File: config.mk
export PLATFORM = sky130hd
export DESIGN_NAME = plcs_port_link
export DESIGN_NICKNAME = d
export VERILOG_FILES = /design/src/hdl/plcs_port_link.v
export VERILOG_INCLUDE_DIRS = /design/src /design/src/inc
export SDC_FILE = /design/constraint.sdc
export NUM_CORES = 1
export LEC_CHECK = 0
export ABC_AREA = 1
export BUFFER_PORTS_ARGS = -buffer_cell sky130_fd_sc_hd__buf_4
export CELL_PAD_IN_SITES_DETAIL_PLACEMENT = 2
export CELL_PAD_IN_SITES_GLOBAL_PLACEMENT = 2
export CORE_ASPECT_RATIO = 0.75
export CORE_MARGIN = 2
export CORE_UTILIZATION = 29
export CTS_CLUSTER_SIZE = 40
export DETAILED_ROUTE_END_ITERATION = 10
export PLACE_DENSITY = 0.9
export REMOVE_ABC_BUFFERS = 1
export SLEW_MARGIN = 30
export SYNTH_ARGS = -nofsm -noshare
export SYNTH_HDL_FRONTEND = slang
export SYNTH_SLANG_ARGS = --single-unit
File: constraint.sdc
create_clock -name clk_i -period 4.45 [get_ports clk_i]
set_input_delay 0.6675 -clock clk_i [delete_from_list [all_inputs] [get_ports clk_i]]
set_output_delay 0.6675 -clock clk_i [all_outputs]
set_load 0.005 [all_outputs]
File: src/inc/plcs_map.vh
// constants for the port link control/status register block
// assumes a 32-bit apb slave, word-aligned offsets, one clock domain
//
// Overview of operation
// - power-save field: 00 off, 01 l0s, 10 l1, 11 both
// - receive side may always enter l0s
// - read completion boundary bit reads zero
// - link disable bit zero on upstream port
// - retrain bit zero upstream, starts retrain downstream
// - common clock bit writable, always reads zero
// - extended sync selects 4096 fts, 1024 ts1
// - clock pm clear keeps clkreq low; downstream hardwired
// - bandwidth interrupt enables read-only on upstream port
// - current speed field, resets to 0010b
// - negotiated width resets x4 upstream, x2 downstream
// - training error set on fail, cleared at l0
// - training flag set while training, resets one
// - slot clock flag resets one, loadable
// - data link active flag mirrors dl_active state
`ifndef PLCS_MAP_VH
`define PLCS_MAP_VH

// register byte offsets
`define PLCS_LINK_OFF      8'hD0
`define PLCS_IRQ_STAT_OFF  8'hE0
`define PLCS_IRQ_EN_OFF    8'hE4
`define PLCS_IRQ_CLR_OFF   8'hE8

// control field positions
`define PLCS_ASPM_LO       0
`define PLCS_RCB_BIT       3
`define PLCS_LDIS_BIT      4
`define PLCS_RETRAIN_BIT   5
`define PLCS_CCLK_BIT      6
`define PLCS_XSYNC_BIT     7
`define PLCS_CLKPM_BIT     8
`define PLCS_HAWD_BIT      9
`define PLCS_BWIE_BIT      10
`define PLCS_ABWIE_BIT     11

// status field positions
`define PLCS_SPEED_LO      16
`define PLCS_WIDTH_LO      20
`define PLCS_TERR_BIT      26
`define PLCS_TRAIN_BIT     27
`define PLCS_SCLK_BIT      28
`define PLCS_DLA_BIT       29
`define PLCS_BWS_BIT       30
`define PLCS_ABWS_BIT      31

// reset values
`define PLCS_SPEED_RST     4'h2
`define PLCS_WIDTH_UP_RST  6'h04
`define PLCS_WIDTH_DN_RST  6'h02

// ordered-set counts for exit from low power
`define PLCS_FTS_EXT       13'h1000
`define PLCS_TS1_EXT       13'h0400

`endif

File: src/hdl/plcs_port_link.v
// per-port link control and status registers behind an apb slave
// assumes link training logic drives the status inputs synchronously to clk_i
`timescale 1ns/1ns
`include "plcs_map.vh"

module plcs_port_link #(
    parameter UPSTREAM = 1'b0,
    parameter [12:0] FTS_NORMAL = 13'h0080,
    parameter [12:0] TS1_NORMAL = 13'h0010
) (
    // clock and reset
    input  wire        clk_i,
    input  wire        arst_n_i,
    // apb slave
    input  wire        psel_i,
    input  wire        penable_i,
    input  wire        pwrite_i,
    input  wire [7:0]  paddr_i,
    input  wire [31:0] pwdata_i,
    output reg  [31:0] prdata_o,
    output reg         pready_o,
    output reg         pslverr_o,
    // link state inputs from training logic
    input  wire [3:0]  speed_i,
    input  wire [5:0]  width_i,
    input  wire        width_vld_i,
    input  wire        train_active_i,
    input  wire        train_fail_i,
    input  wire        train_l0_i,
    input  wire        dl_active_i,
    input  wire        bw_mgmt_evt_i,
    input  wire        bw_auto_evt_i,
    input  wire        slot_clk_ld_i,
    input  wire        slot_clk_val_i,
    // link controls to training / power logic
    output reg         l0s_en_o,
    output reg         l1_en_o,
    output reg         rx_l0s_en_o,
    output reg         link_dis_o,
    output reg         retrain_o,
    output reg         common_clk_o,
    output reg  [12:0] fts_cnt_o,
    output reg  [12:0] ts1_cnt_o,
    output reg         clkreq_gate_en_o,
    output reg         hw_width_dis_o,
    output reg         irq_o
);

////////////////////////////////////////////////////////////////////////
// reset synchroniser
// assertion is immediate, release is clean on the clock; every other
// register resets from rst_n_r, so no flop leaves reset a cycle early
reg rst_s1_r;
reg rst_n_r;
always @(posedge clk_i or negedge arst_n_i)
begin
    if (!arst_n_i)
    begin
        rst_s1_r <= 1'b0;
        rst_n_r  <= 1'b0;
    end
    else
    begin
        rst_s1_r <= 1'b1;
        rst_n_r  <= rst_s1_r;
    end
end

////////////////////////////////////////////////////////////////////////
// register state
// control word fields, written by software
reg [1:0]  aspm_r;
reg        ldis_r;
reg        cclk_r;
reg        xsync_r;
reg        clkpm_r;
reg        hawd_r;
reg        bwie_r;
reg        abwie_r;
reg [1:0]  ien_r;
// link status fields, written by training logic
reg [3:0]  speed_r;
reg [5:0]  width_r;
reg        terr_r;
reg        train_r;
reg        sclk_r;
reg        dla_r;
// sticky bandwidth events: bit0 management, bit1 autonomous
wire [1:0] stat_w;

////////////////////////////////////////////////////////////////////////
// apb decode
// one-cycle access strobe; a write lands on the edge that ends the access
wire       acc      = psel_i & penable_i;
wire       wr       = acc & pwrite_i;
wire       wr_lnk   = wr & (paddr_i == `PLCS_LINK_OFF);
wire       wr_clr   = wr & (paddr_i == `PLCS_IRQ_CLR_OFF);
wire       wr_ien   = wr & (paddr_i == `PLCS_IRQ_EN_OFF);
// setup cycle: the slave prepares its answer here
wire       setup    = psel_i & ~penable_i;
// events and clears in status bit order; rw1c on link word or clear register
wire [1:0] stat_evt = {bw_auto_evt_i, bw_mgmt_evt_i};
wire [1:0] stat_clr = ({2{wr_lnk}} & pwdata_i[`PLCS_BWS_BIT +: 2]) | ({2{wr_clr}} & pwdata_i[1:0]);
// either enable source unmasks a status bit
wire [1:0] stat_en  = {abwie_r, bwie_r} | ien_r;

////////////////////////////////////////////////////////////////////////
// control word
// hardwired bits are forced at the write, so reads and outputs always agree
always @(posedge clk_i or negedge rst_n_r)
begin
    if (!rst_n_r)
    begin
        aspm_r  <= 2'h0;
        ldis_r  <= 1'b0;
        cclk_r  <= 1'b0;
        xsync_r <= 1'b0;
        clkpm_r <= 1'b0;
        hawd_r  <= 1'b0;
        bwie_r  <= 1'b0;
        abwie_r <= 1'b0;
    end
    else if (wr_lnk)
    begin
        aspm_r  <= pwdata_i[`PLCS_ASPM_LO +: 2];
        ldis_r  <= ~UPSTREAM & pwdata_i[`PLCS_LDIS_BIT];
        cclk_r  <= pwdata_i[`PLCS_CCLK_BIT];
        xsync_r <= pwdata_i[`PLCS_XSYNC_BIT];
        clkpm_r <= UPSTREAM & pwdata_i[`PLCS_CLKPM_BIT];
        hawd_r  <= pwdata_i[`PLCS_HAWD_BIT];
        // upstream keeps both enables at their reset value
        if (!UPSTREAM)
        begin
            bwie_r  <= pwdata_i[`PLCS_BWIE_BIT];
            abwie_r <= pwdata_i[`PLCS_ABWIE_BIT];
        end
    end
end

////////////////////////////////////////////////////////////////////////
// interrupt enable register; the clear register keeps no state of its own
always @(posedge clk_i or negedge rst_n_r)
begin
    if (!rst_n_r)
    begin
        ien_r <= 2'h0;
    end
    else if (wr_ien)
    begin
        ien_r <= pwdata_i[1:0];
    end
end

////////////////////////////////////////////////////////////////////////
// negotiated speed and width, held between valid strobes
// the width default depends on the port role, fixed per instance
always @(posedge clk_i or negedge rst_n_r)
begin
    if (!rst_n_r)
    begin
        speed_r <= `PLCS_SPEED_RST;
        width_r <= UPSTREAM ? `PLCS_WIDTH_UP_RST : `PLCS_WIDTH_DN_RST;
    end
    else if (width_vld_i)
    begin
        speed_r <= speed_i;
        width_r <= width_i;
    end
end

////////////////////////////////////////////////////////////////////////
// training flags
always @(posedge clk_i or negedge rst_n_r)
begin
    if (!rst_n_r)
    begin
        terr_r  <= 1'b0;
        train_r <= 1'b1;
    end
    else
    begin
        // a failure beside l0 entry wins, so an error is never lost
        if (train_fail_i)
        begin
            terr_r <= 1'b1;
        end
        else if (train_l0_i)
        begin
            terr_r <= 1'b0;
        end
        train_r <= train_active_i;
    end
end

////////////////////////////////////////////////////////////////////////
// slot clock and data link state
// slot clock changes only by a default load, never by a bus write
always @(posedge clk_i or negedge rst_n_r)
begin
    if (!rst_n_r)
    begin
        sclk_r <= 1'b1;
        dla_r  <= 1'b0;
    end
    else
    begin
        if (slot_clk_ld_i)
        begin
            sclk_r <= slot_clk_val_i;
        end
        dla_r <= dl_active_i;
    end
end

////////////////////////////////////////////////////////////////////////
// sticky bandwidth status, one flag per event
genvar gi;
generate
    for (gi = 0; gi < 2; gi = gi + 1)
    begin : g_stat
        reg flag_r;
        // set beats a clear in the same cycle, so no event is dropped
        always @(posedge clk_i or negedge rst_n_r)
        begin
            if (!rst_n_r)
            begin
                flag_r <= 1'b0;
            end
            else
            begin
                flag_r <= stat_evt[gi] | (flag_r & ~stat_clr[gi]);
            end
        end
        assign stat_w[gi] = flag_r;
    end
endgenerate

////////////////////////////////////////////////////////////////////////
// link word as read: hidden and reserved control bits tie low
wire [31:0] link_word;
assign link_word[`PLCS_ASPM_LO +: 2]  = aspm_r;
assign link_word[2]                   = 1'b0;
assign link_word[`PLCS_RCB_BIT]       = 1'b0;
assign link_word[`PLCS_LDIS_BIT]      = ldis_r;
// retrain reads zero: the request is a pulse, never stored
assign link_word[`PLCS_RETRAIN_BIT]   = 1'b0;
// common clock is kept for its output but hidden from reads
assign link_word[`PLCS_CCLK_BIT]      = 1'b0;
assign link_word[`PLCS_XSYNC_BIT]     = xsync_r;
assign link_word[`PLCS_CLKPM_BIT]     = clkpm_r;
assign link_word[`PLCS_HAWD_BIT]      = hawd_r;
assign link_word[`PLCS_BWIE_BIT]      = bwie_r;
assign link_word[`PLCS_ABWIE_BIT]     = abwie_r;
assign link_word[15:12]               = 4'h0;
assign link_word[`PLCS_SPEED_LO +: 4] = speed_r;
assign link_word[`PLCS_WIDTH_LO +: 6] = width_r;
assign link_word[`PLCS_TERR_BIT]      = terr_r;
assign link_word[`PLCS_TRAIN_BIT]     = train_r;
assign link_word[`PLCS_SCLK_BIT]      = sclk_r;
assign link_word[`PLCS_DLA_BIT]       = dla_r;
assign link_word[`PLCS_BWS_BIT +: 2]  = stat_w;

////////////////////////////////////////////////////////////////////////
// read mux; unmapped and write-only addresses read zero
reg [31:0] rd_nxt;
always @*
begin
    rd_nxt = 32'h0000_0000;
    case (paddr_i)
        `PLCS_LINK_OFF:
        begin
            rd_nxt = link_word;
        end
        `PLCS_IRQ_STAT_OFF:
        begin
            rd_nxt[1:0] = stat_w;
        end
        `PLCS_IRQ_EN_OFF:
        begin
            rd_nxt[1:0] = ien_r;
        end
        default:
        begin
            rd_nxt = 32'h0000_0000;
        end
    endcase
end

// addresses that answer without an error
wire map_hit = (paddr_i == `PLCS_LINK_OFF) | (paddr_i == `PLCS_IRQ_STAT_OFF) |
               (paddr_i == `PLCS_IRQ_EN_OFF) | (paddr_i == `PLCS_IRQ_CLR_OFF);

////////////////////////////////////////////////////////////////////////
// apb answer
always @(posedge clk_i or negedge rst_n_r)
begin
    if (!rst_n_r)
    begin
        prdata_o  <= 32'h0000_0000;
        pready_o  <= 1'b0;
        pslverr_o <= 1'b0;
    end
    else
    begin
        // ready pulses in the first access cycle: zero wait states
        pready_o  <= setup;
        pslverr_o <= setup & ~map_hit;
        // outside the answer cycle the data bus reads zero
        prdata_o  <= (setup & ~pwrite_i) ? rd_nxt : 32'h0000_0000;
    end
end

////////////////////////////////////////////////////////////////////////
// link controls to training and power logic
// registered so every control output comes straight from a flip-flop
always @(posedge clk_i or negedge rst_n_r)
begin
    if (!rst_n_r)
    begin
        l0s_en_o         <= 1'b0;
        l1_en_o          <= 1'b0;
        rx_l0s_en_o      <= 1'b0;
        link_dis_o       <= 1'b0;
        retrain_o        <= 1'b0;
        common_clk_o     <= 1'b0;
        fts_cnt_o        <= 13'h0000;
        ts1_cnt_o        <= 13'h0000;
        clkreq_gate_en_o <= 1'b0;
        hw_width_dis_o   <= 1'b0;
    end
    else
    begin
        l0s_en_o         <= aspm_r[0];
        l1_en_o          <= aspm_r[1];
        // receive l0s never depends on the power-save field
        rx_l0s_en_o      <= 1'b1;
        link_dis_o       <= ldis_r;
        // retrain is a one-cycle pulse, never stored
        retrain_o        <= ~UPSTREAM & wr_lnk & pwdata_i[`PLCS_RETRAIN_BIT];
        common_clk_o     <= cclk_r;
        fts_cnt_o        <= xsync_r ? `PLCS_FTS_EXT : FTS_NORMAL;
        ts1_cnt_o        <= xsync_r ? `PLCS_TS1_EXT : TS1_NORMAL;
        // low keeps clkreq asserted; downstream never gates
        clkreq_gate_en_o <= clkpm_r;
        hw_width_dis_o   <= hawd_r;
    end
end

////////////////////////////////////////////////////////////////////////
// level interrupt while an enabled status flag stands
always @(posedge clk_i or negedge rst_n_r)
begin
    if (!rst_n_r)
    begin
        irq_o <= 1'b0;
    end
    else
    begin
        irq_o <= |(stat_w & stat_en);
    end
end

endmodule // plcs_port_link

Yosys cells after proc, flatten, opt, wreduce, memory -nomap -nowiden
Index checks and enable logic that the tools add are counted.
{"block": "totals", "output_inout_bits": 69, "word_cells": 70, "regBits": 94}
{"block": "classes", "n_mux": 7, "n_eq_ne": 4, "reduce_logical": 2, "bitwise_logic": 26}
{"operator": "$eq A8 B8 Y1 const B", "n": 4}
{"operator": "$mux W32", "n": 1}
{"operator": "$mux W30", "n": 1}
{"operator": "$mux W13", "n": 1}
{"operator": "$and A1 B1 Y1", "n": 11}
{"operator": "$mux W11", "n": 1}
{"operator": "$and A2 B2 Y2", "n": 3}
{"operator": "$pmux W2 S3", "n": 1}
{"operator": "$not A1 Y1", "n": 5}
{"operator": "$or A1 B1 Y1", "n": 5}
{"operator": "$or A2 B2 Y2", "n": 2}
{"operator": "$mux W1", "n": 2}
{"operator": "$reduce_bool A2 Y1", "n": 1}
{"operator": "$reduce_or A2 Y1", "n": 1}

Logic depth before layout (Yosys ltp)
Gate-level depths: netlist of run 1.
{"block": "depth", "depth_word": 8, "ltp_mapped": 7}

Least setup slack after synthesis of run 1
No wires, ideal clock.
{"block": "synth_path", "path_type": "input -> register", "from": "input paddr_i[0]", "to": "register aspm_r[1]", "t_arrival_ns": 1.323, "stages": 7, "setup_slack_ns": 3.009, "n_path_buf": 1, "required_time_ns": 4.333, "setup_ns": 0.117, "cell_sequence": "inv_2 nand2_4 nor2_8 nand3_4 buf_6 nand2_1 o21ai_2"}
{"block": "synth_between", "elab_chain_cells": 2}
{"element": "from (decl)", "line_no": "plcs_port_link.v:18", "source": "input wire [7:0] paddr_i,"}
{"element": "$eq A8 B8 Y1 (no line)"}
{"element": "$and A1 B1 Y1", "line_no": "plcs_port_link.v:96", "source": "wire wr_lnk = wr & (paddr_i == `PLCS_LINK_OFF);"}
{"element": "to (signal assigned)", "line_no": "plcs_port_link.v:125", "source": "aspm_r <= pwdata_i[`PLCS_ASPM_LO +: 2];"}
{"element": "to (decl)", "line_no": "plcs_port_link.v:72", "source": "reg [1:0] aspm_r;"}
No other way between the ends.
A chain may end at the register's enable or synchronous reset.

Worst setup path in the final report of run 1
{"block": "layout_path", "from": "input paddr_i[0]", "to": "register prdata_o[0]"}
{"block": "layout_between", "elab_chain_cells": 3, "word_cells_on_any_way": 5}
{"element": "$eq A8 B8 Y1", "line_no": "plcs_port_link.v:269", "source": "case (paddr_i)"}
{"element": "$pmux W2 S3 *", "line_no": "plcs_port_link.v:269"}
{"element": "$mux W32 *", "line_no": "plcs_port_link.v:309", "source": "prdata_o <= (setup & ~pwrite_i) ? rd_nxt : 32'h0000_0000;"}
{"element": "to (signal assigned)", "line_no": "plcs_port_link.v:309"}
{"element": "to (decl)", "line_no": "plcs_port_link.v:20", "source": "output reg [31:0] prdata_o,"}
Mark *: on every way between the ends. The rest lies on a longest branch, timed or not.

==> results of run 1 <==
==> layer usage <==
metal / wire length (µm) / global-route usage (%) / vias up
li1: - / - / 881
met1: 2810 / 16.6 / 970
met2: 3600 / 25.7 / 62
met3: 348 / 3.22 / 4
met4: 64 / 4.81 / 0
met5: 0 / 0 / -
==> per-stage QoR <==
step | cell area, µm² | setup WS (ps) | total power, mW | util (%)
2_1_floorplan | 2580 | 2570 | 0.652 | -
3_3_place_gp | 3350 | 2370 | 0.699 | 36.5
3_5_place_dp | 3350 | 2280 | 0.705 | 36.5
4_1_cts | 3650 | 2610 | 1.42 | 39.9
5_1_grt | 3650 | 2480 | 1.47 | 39.9
6_report | 3650 | 2660 | 1.40 | 39.9
==> state kept, by name (all words and copies together), names as in the netlist, 2 cells and up <==
| name | cells |
|---|---|
| ts1_cnt_o | 2 |
| prdata_o | 23 |
| ien_r | 2 |
| width_r | 6 |
| g_stat.flag_r | 2 |
| aspm_r | 2 |
| speed_r | 4 |
==> layout make-up <==
| type | instances | area [µm²] | share of cell area (%) |
|---|---|---|---|
| inverter | 35 | 131 | 3.60 |
| clock buffer | 10 | 239 | 6.54 |
| tap | 128 | 160 | 4.38 |
| sequential | 63 | 1580 | 43.3 |
| timing repair buffer | 81 | 608 | 16.6 |
| multi-input combinational | 144 | 865 | 23.7 |
| clock inverter | 6 | 67.6 | 1.85 |
==> logic make-up after synthesis <==
group / after synthesis / synth area share, %
other: 2 / 0.272
DFF: 63 / 57.3
AOI/OAI and AO/OA: 26 / 5.89
buffers and inverters: 76 / 15.7
and+or+nand+nor: 84 / 20.8
==> final timing paths <==
path	endpoint	slack, ps	cells after the start	from
worst max-delay path	prdata_o[0]	2660	8	paddr_i[0]
worst min-delay path	rst_n_r	120	1	arst_n_i
worst max register to register	aspm_r[0]	3490	1	rst_n_r
worst min register to register	rst_n_r	350	0	rst_s1_r
max in group asynchronous	aspm_r[0]	3490	1	rst_n_r
min in group clk_i	rst_n_r	350	0	rst_s1_r
==> cells in the final DEF (no fill, tap or decap), types with 3 or more instances in the layout <==
cell	instances
o21ai_2	7
nor3b_2	7
nor3_2	13
nand2_2	3
inv_2	4
inv_1	31
nor2_1	5
dfstp_2	4
nand4_1	4
clkbuf_16	9
dfrtp_1	58
nand3_1	11
buf_4	81
nand2_1	31
conb_1	34
o21ai_0	15
==> power by group through the flow <==
stage / clock network, mW / logic (mW) / registers [mW]
after floorplan: 0 / 0.0394 / 0.612
after global placement: 0 / 0.0944 / 0.605
after detailed placement: 0 / 0.0992 / 0.606
after CTS: 0.727 / 0.0995 / 0.596
after global routing: 0.756 / 0.112 / 0.597
final: 0.705 / 0.0980 / 0.596
==> flow_metrics.tcl, run 1 <==
set metrics [dict create \
    area_delta_synth_final_pct 32.4 \
    syn_area_um2 2760 \
    fp.dieArea_um2 10300 \
    syn_area_per_cell_um2 11.0 \
    grt_pass1_vias 2094 \
    critical_path_buf_inv_count 3 \
    cp_cell_sequence "buf_4 -> inv_2 -> nand2_4 -> nor2_8 -> nand2_2 -> a21oi_1 -> nand2_1 -> inv_1" \
    cp-end-kind "register" \
    place_congestion 0.792 \
    fin_nets 398 \
    hpwl_mm 4.99 \
    hold_buffers 0 \
    p_seq_share_pct 42.6 \
    yosysSeqAreaShare_pct 57.3 \
    ioPinCount 133 \
    start_util_pct 30.1 \
    max_stage_delay_ps 420 \
    required_ps 4710 \
    synth-edff-count 0 \
    clock_sinks 63 \
    ant_nets 0 \
    dp_cells 451 \
    drive_above_1_share_pct 42.8 \
    final_cell_count_no_fill 467 \
    drv_slew 0 \
    ys_types 28 \
    max_cap_violations 0 \
    syn_inst 251 \
    numCtsBuffers 9 \
    p_int_mw 1.08 \
    p_leak_nw 1.88 \
    switchingPower_mw 0.320 \
    power_frac_comb_pct 7.0 \
    synthFlopType "dfrtp_1" \
    period_share_pct 40.3 \
    insertion_delay_ps 320 \
    postCtsSetupBuffers 0 \
    setup_viol 0 \
    avgRoutedWirePerCell_um 14.6 \
    netlist_top_cells_area "dfrtp_1, buf_4, nor3_2" \
    swShare_pct 22.8 \
    criticalPathCategory "in -> reg" \
    fp.dieW_um 117 \
    fin_skew_ps 7.30 \
    grt_setup_unrepaired "false" \
    start_kind "primary input" \
    synth_warnings 0 \
    htree_levels 3 \
    synthMostInstantiatedCell "dfrtp_1" \
    antenna_found_initial 0 \
    portBuffers 79 \
    synth_commonest_cells "dfrtp_1, buf_4, inv_1, nand2_1, o21ai_0" \
    clkPwrFrac_pct 50.4 \
    final.min_clock_period_ps 1790 \
    overflow 0 \
    fin_hold_ws_ps 117 \
    hold_class "in -> async" \
    yosys.area.top_type_share_pct 53.5 \
    crit_family "simple AND/OR/NAND/NOR gates" \
    finalHoldViolations 0 \
    clockBufferDepth 2 \
    grt_use_total_pct 14.1 \
    fillers 1007 \
    num_rows 30 \
    crit_path_max_fanout 23 \
    grt_max_degree 62 \
    tns_ps 0 \
    max_freq_ghz 0.557 \
    grt_pass1_wl_mm 10.8 \
    vias 1917 \
    cp_slowest_cell "nand2_2" \
    peakVddDrop_uv 142 \
    routed_wl_mm 6.82 \
    core-area_um2 9160 \
    initialDrtViolationCount 94 \
    p_per_area_nw_per_um2 383 \
    cts_root_buf "clkbuf_16" \
    viasPerCell 4.10 \
    dr.pass1.iters 4 \
    cts_tree "done" \
    tightestPinTransition_ps 789 \
    drcViolationCount 0 \
    num_antenna_cells 0 \
    slew_headroom_pct 47.4 \
    async_reset_ff_share_pct 100 \
    synth-seq-cells 63 \
    crit_arrival_ps 2050 \
    die_h_um 88.5 \
    cts-resized-gates 0 \
    yosysTopAreaCell "dfrtp_1" \
    status "finished clean" \
    clk_pin_slew_ps 60 \
]
Power figures use the tool's default switching activity.
==> run 2: changes to the inputs <==
Settings changed: CORE_UTILIZATION 29 to 24, PLACE_DENSITY 0.9 to 0.81.
Clock period 4.45 ns to 1.6 ns, I/O delays scaled along.
==> run 2 against run 1 <==
- clock-buffer cell count shrank 1
- via count shrank 1.3%
- core utilization shrank 6.1 points
- largest power group unchanged
- critical endpoint is now pready_o
- combinational power grew to 2.8 times the previous value
- clock skew shrank 4.7 ps
- total power grew to 2.9 times the previous value
==> flow_metrics.tcl, run 2 (synthesis results as in run 1) <==
set metrics [dict create \
    final_cell_mix "buf_4, dfrtp_1, conb_1, inv_1, nand2_1" \
    fin_nets 400 \
    ant_nets 0 \
    hold_buffers 1 \
    max_stage_delay_ps 380 \
    max_freq_ghz 0.929 \
    final_core_util_pct 33.8 \
    antenna_found_initial 0 \
    dr.pass1.iters 4 \
    start_util_pct 24.9 \
    start_kind "register" \
    tns_ps 0 \
    cp_num_cells 1 \
    status "finished clean" \
    numCtsBuffers 9 \
    hpwl_mm 4.89 \
    crit_path_max_fanout 1 \
    routed_wl_mm 6.60 \
    postCtsSetupBuffers 0 \
    design_area_um2 3740 \
    worstHoldStart "dl_active_i" \
    p_per_area_nw_per_um2 1070 \
    viasPerCell 3.94 \
    portBuffers 79 \
    reg_top3 "prdata_o x23, width_r x6, speed_r x4" \
    cts_root_buf "clkbuf_16" \
    crit_family "flip-flops" \
    cp_cell_sequence "buf_4" \
    cp-end-kind "primary output" \
    final_cell_count_no_fill 481 \
    grt_pass1_vias 2153 \
    insertion_delay_ps 320 \
    vias 1893 \
    peakVddDrop_uv 513 \
    drv_slew 0 \
    finalHoldViolations 0 \
    clk_pin_slew_ps 50 \
    fin_skew_ps 2.58 \
    ioPinCount 133 \
    fp.dieW_um 128 \
    place_area_um2 3410 \
    top_register "prdata_o" \
    holdPathStages 1 \
    drive_above_1_share_pct 42.8 \
    final_common_cell "buf_4" \
    final.min_clock_period_ps 1080 \
    num_antenna_cells 0 \
    grt_setup_unrepaired "false" \
    cp_slowest_cell "dfrtp_1" \
    fin_ws_ps 524 \
    clockBufferDepth 2 \
    initialDrtViolationCount 63 \
    cts-resized-gates 0 \
    largest_register_ffs 23 \
    max_cap_violations 0 \
    worstReg2RegStart "sclk_r" \
    dp_cells 464 \
    required_ps 1360 \
    period_share_pct 67.3 \
    htree_levels 3 \
    die_h_um 96.9 \
    crit_start "pready_o" \
    fillers 1182 \
    fp.dieArea_um2 12400 \
    area_delta_synth_final_pct 35.4 \
    hold_class "in -> reg" \
    num_rows 33 \
    place_congestion 0.752 \
    clock_sinks 63 \
    drcViolationCount 0 \
    post-place-ws_ps 277 \
    p_leak_nw 1.91 \
    grt_pass1_wl_mm 10.9 \
    critical_path_buf_inv_count 1 \
    reg2reg_depth 2 \
    core-area_um2 11100 \
    avgRoutedWirePerCell_um 13.7 \
    criticalPathCategory "reg -> out" \
    crit_arrival_ps 840 \
    grt_max_degree 62 \
    overflow 0 \
    grt_use_total_pct 11.3 \
    setup_viol 0 \
    cts_tree "done" \
]
[run 2: changes by cell type in the layout (fill, tap and decap cells not counted)]
cell,delta
bufinv_16,+1
dlygate4sd3_1,+1
clkinvlp_4,+1
clkinv_4,-1
clkbuf_8,-1
buf_4,-2
buf_12,+3
[run 2: power breakdown]
part,leakage [nW],switching (mW),total [mW],internal (mW)
Combinational,0.963,0.160,0.276,0.115
Sequential,0.800,0.0153,1.66,1.64
Clock,0.148,0.710,2.07,1.36
[run 2: layout make-up]
| cell class | count | area (µm²) | share of cell area, % |
|---|---|---|---|
| sequential | 63 | 1580 | 42.3 |
| inverter | 35 | 131 | 3.51 |
| multi-input combinational | 144 | 865 | 23.1 |
| clock buffer | 9 | 225 | 6.02 |
| timing repair buffer | 83 | 663 | 17.7 |
| clock inverter | 7 | 96.3 | 2.58 |
| tap | 140 | 175 | 4.69 |
[run 2: final timing paths]
check	endpoint	slack [ps]
worst min-delay path	dla_r	30
max in group asynchronous	speed_r[1]	1010
min in group asynchronous	rst_n_r	250
worst max register to register	sclk_r	740
worst max-delay path	pready_o	520
worst min register to register	rx_l0s_en_o	280
[run 2: metal layers]
layer  vias to the layer above  wire length (µm)  global-route usage [%]
met2                        66              3430                    19.3
met1                       936              2730                    13.5
met5                         -                 0                       0
met3                         5               360                    3.26
met4                         0                74                    3.80
li1                        886                 -                       -
[run 2: through the flow]
stage	hold slack (ps)	power (mW)
2_1_floorplan	-55.6	1.81
3_3_place_gp	22.4	1.95
3_5_place_dp	24.6	1.97
4_1_cts	16.0	4.09
5_1_grt	13.4	4.20
6_report	29.5	4.01
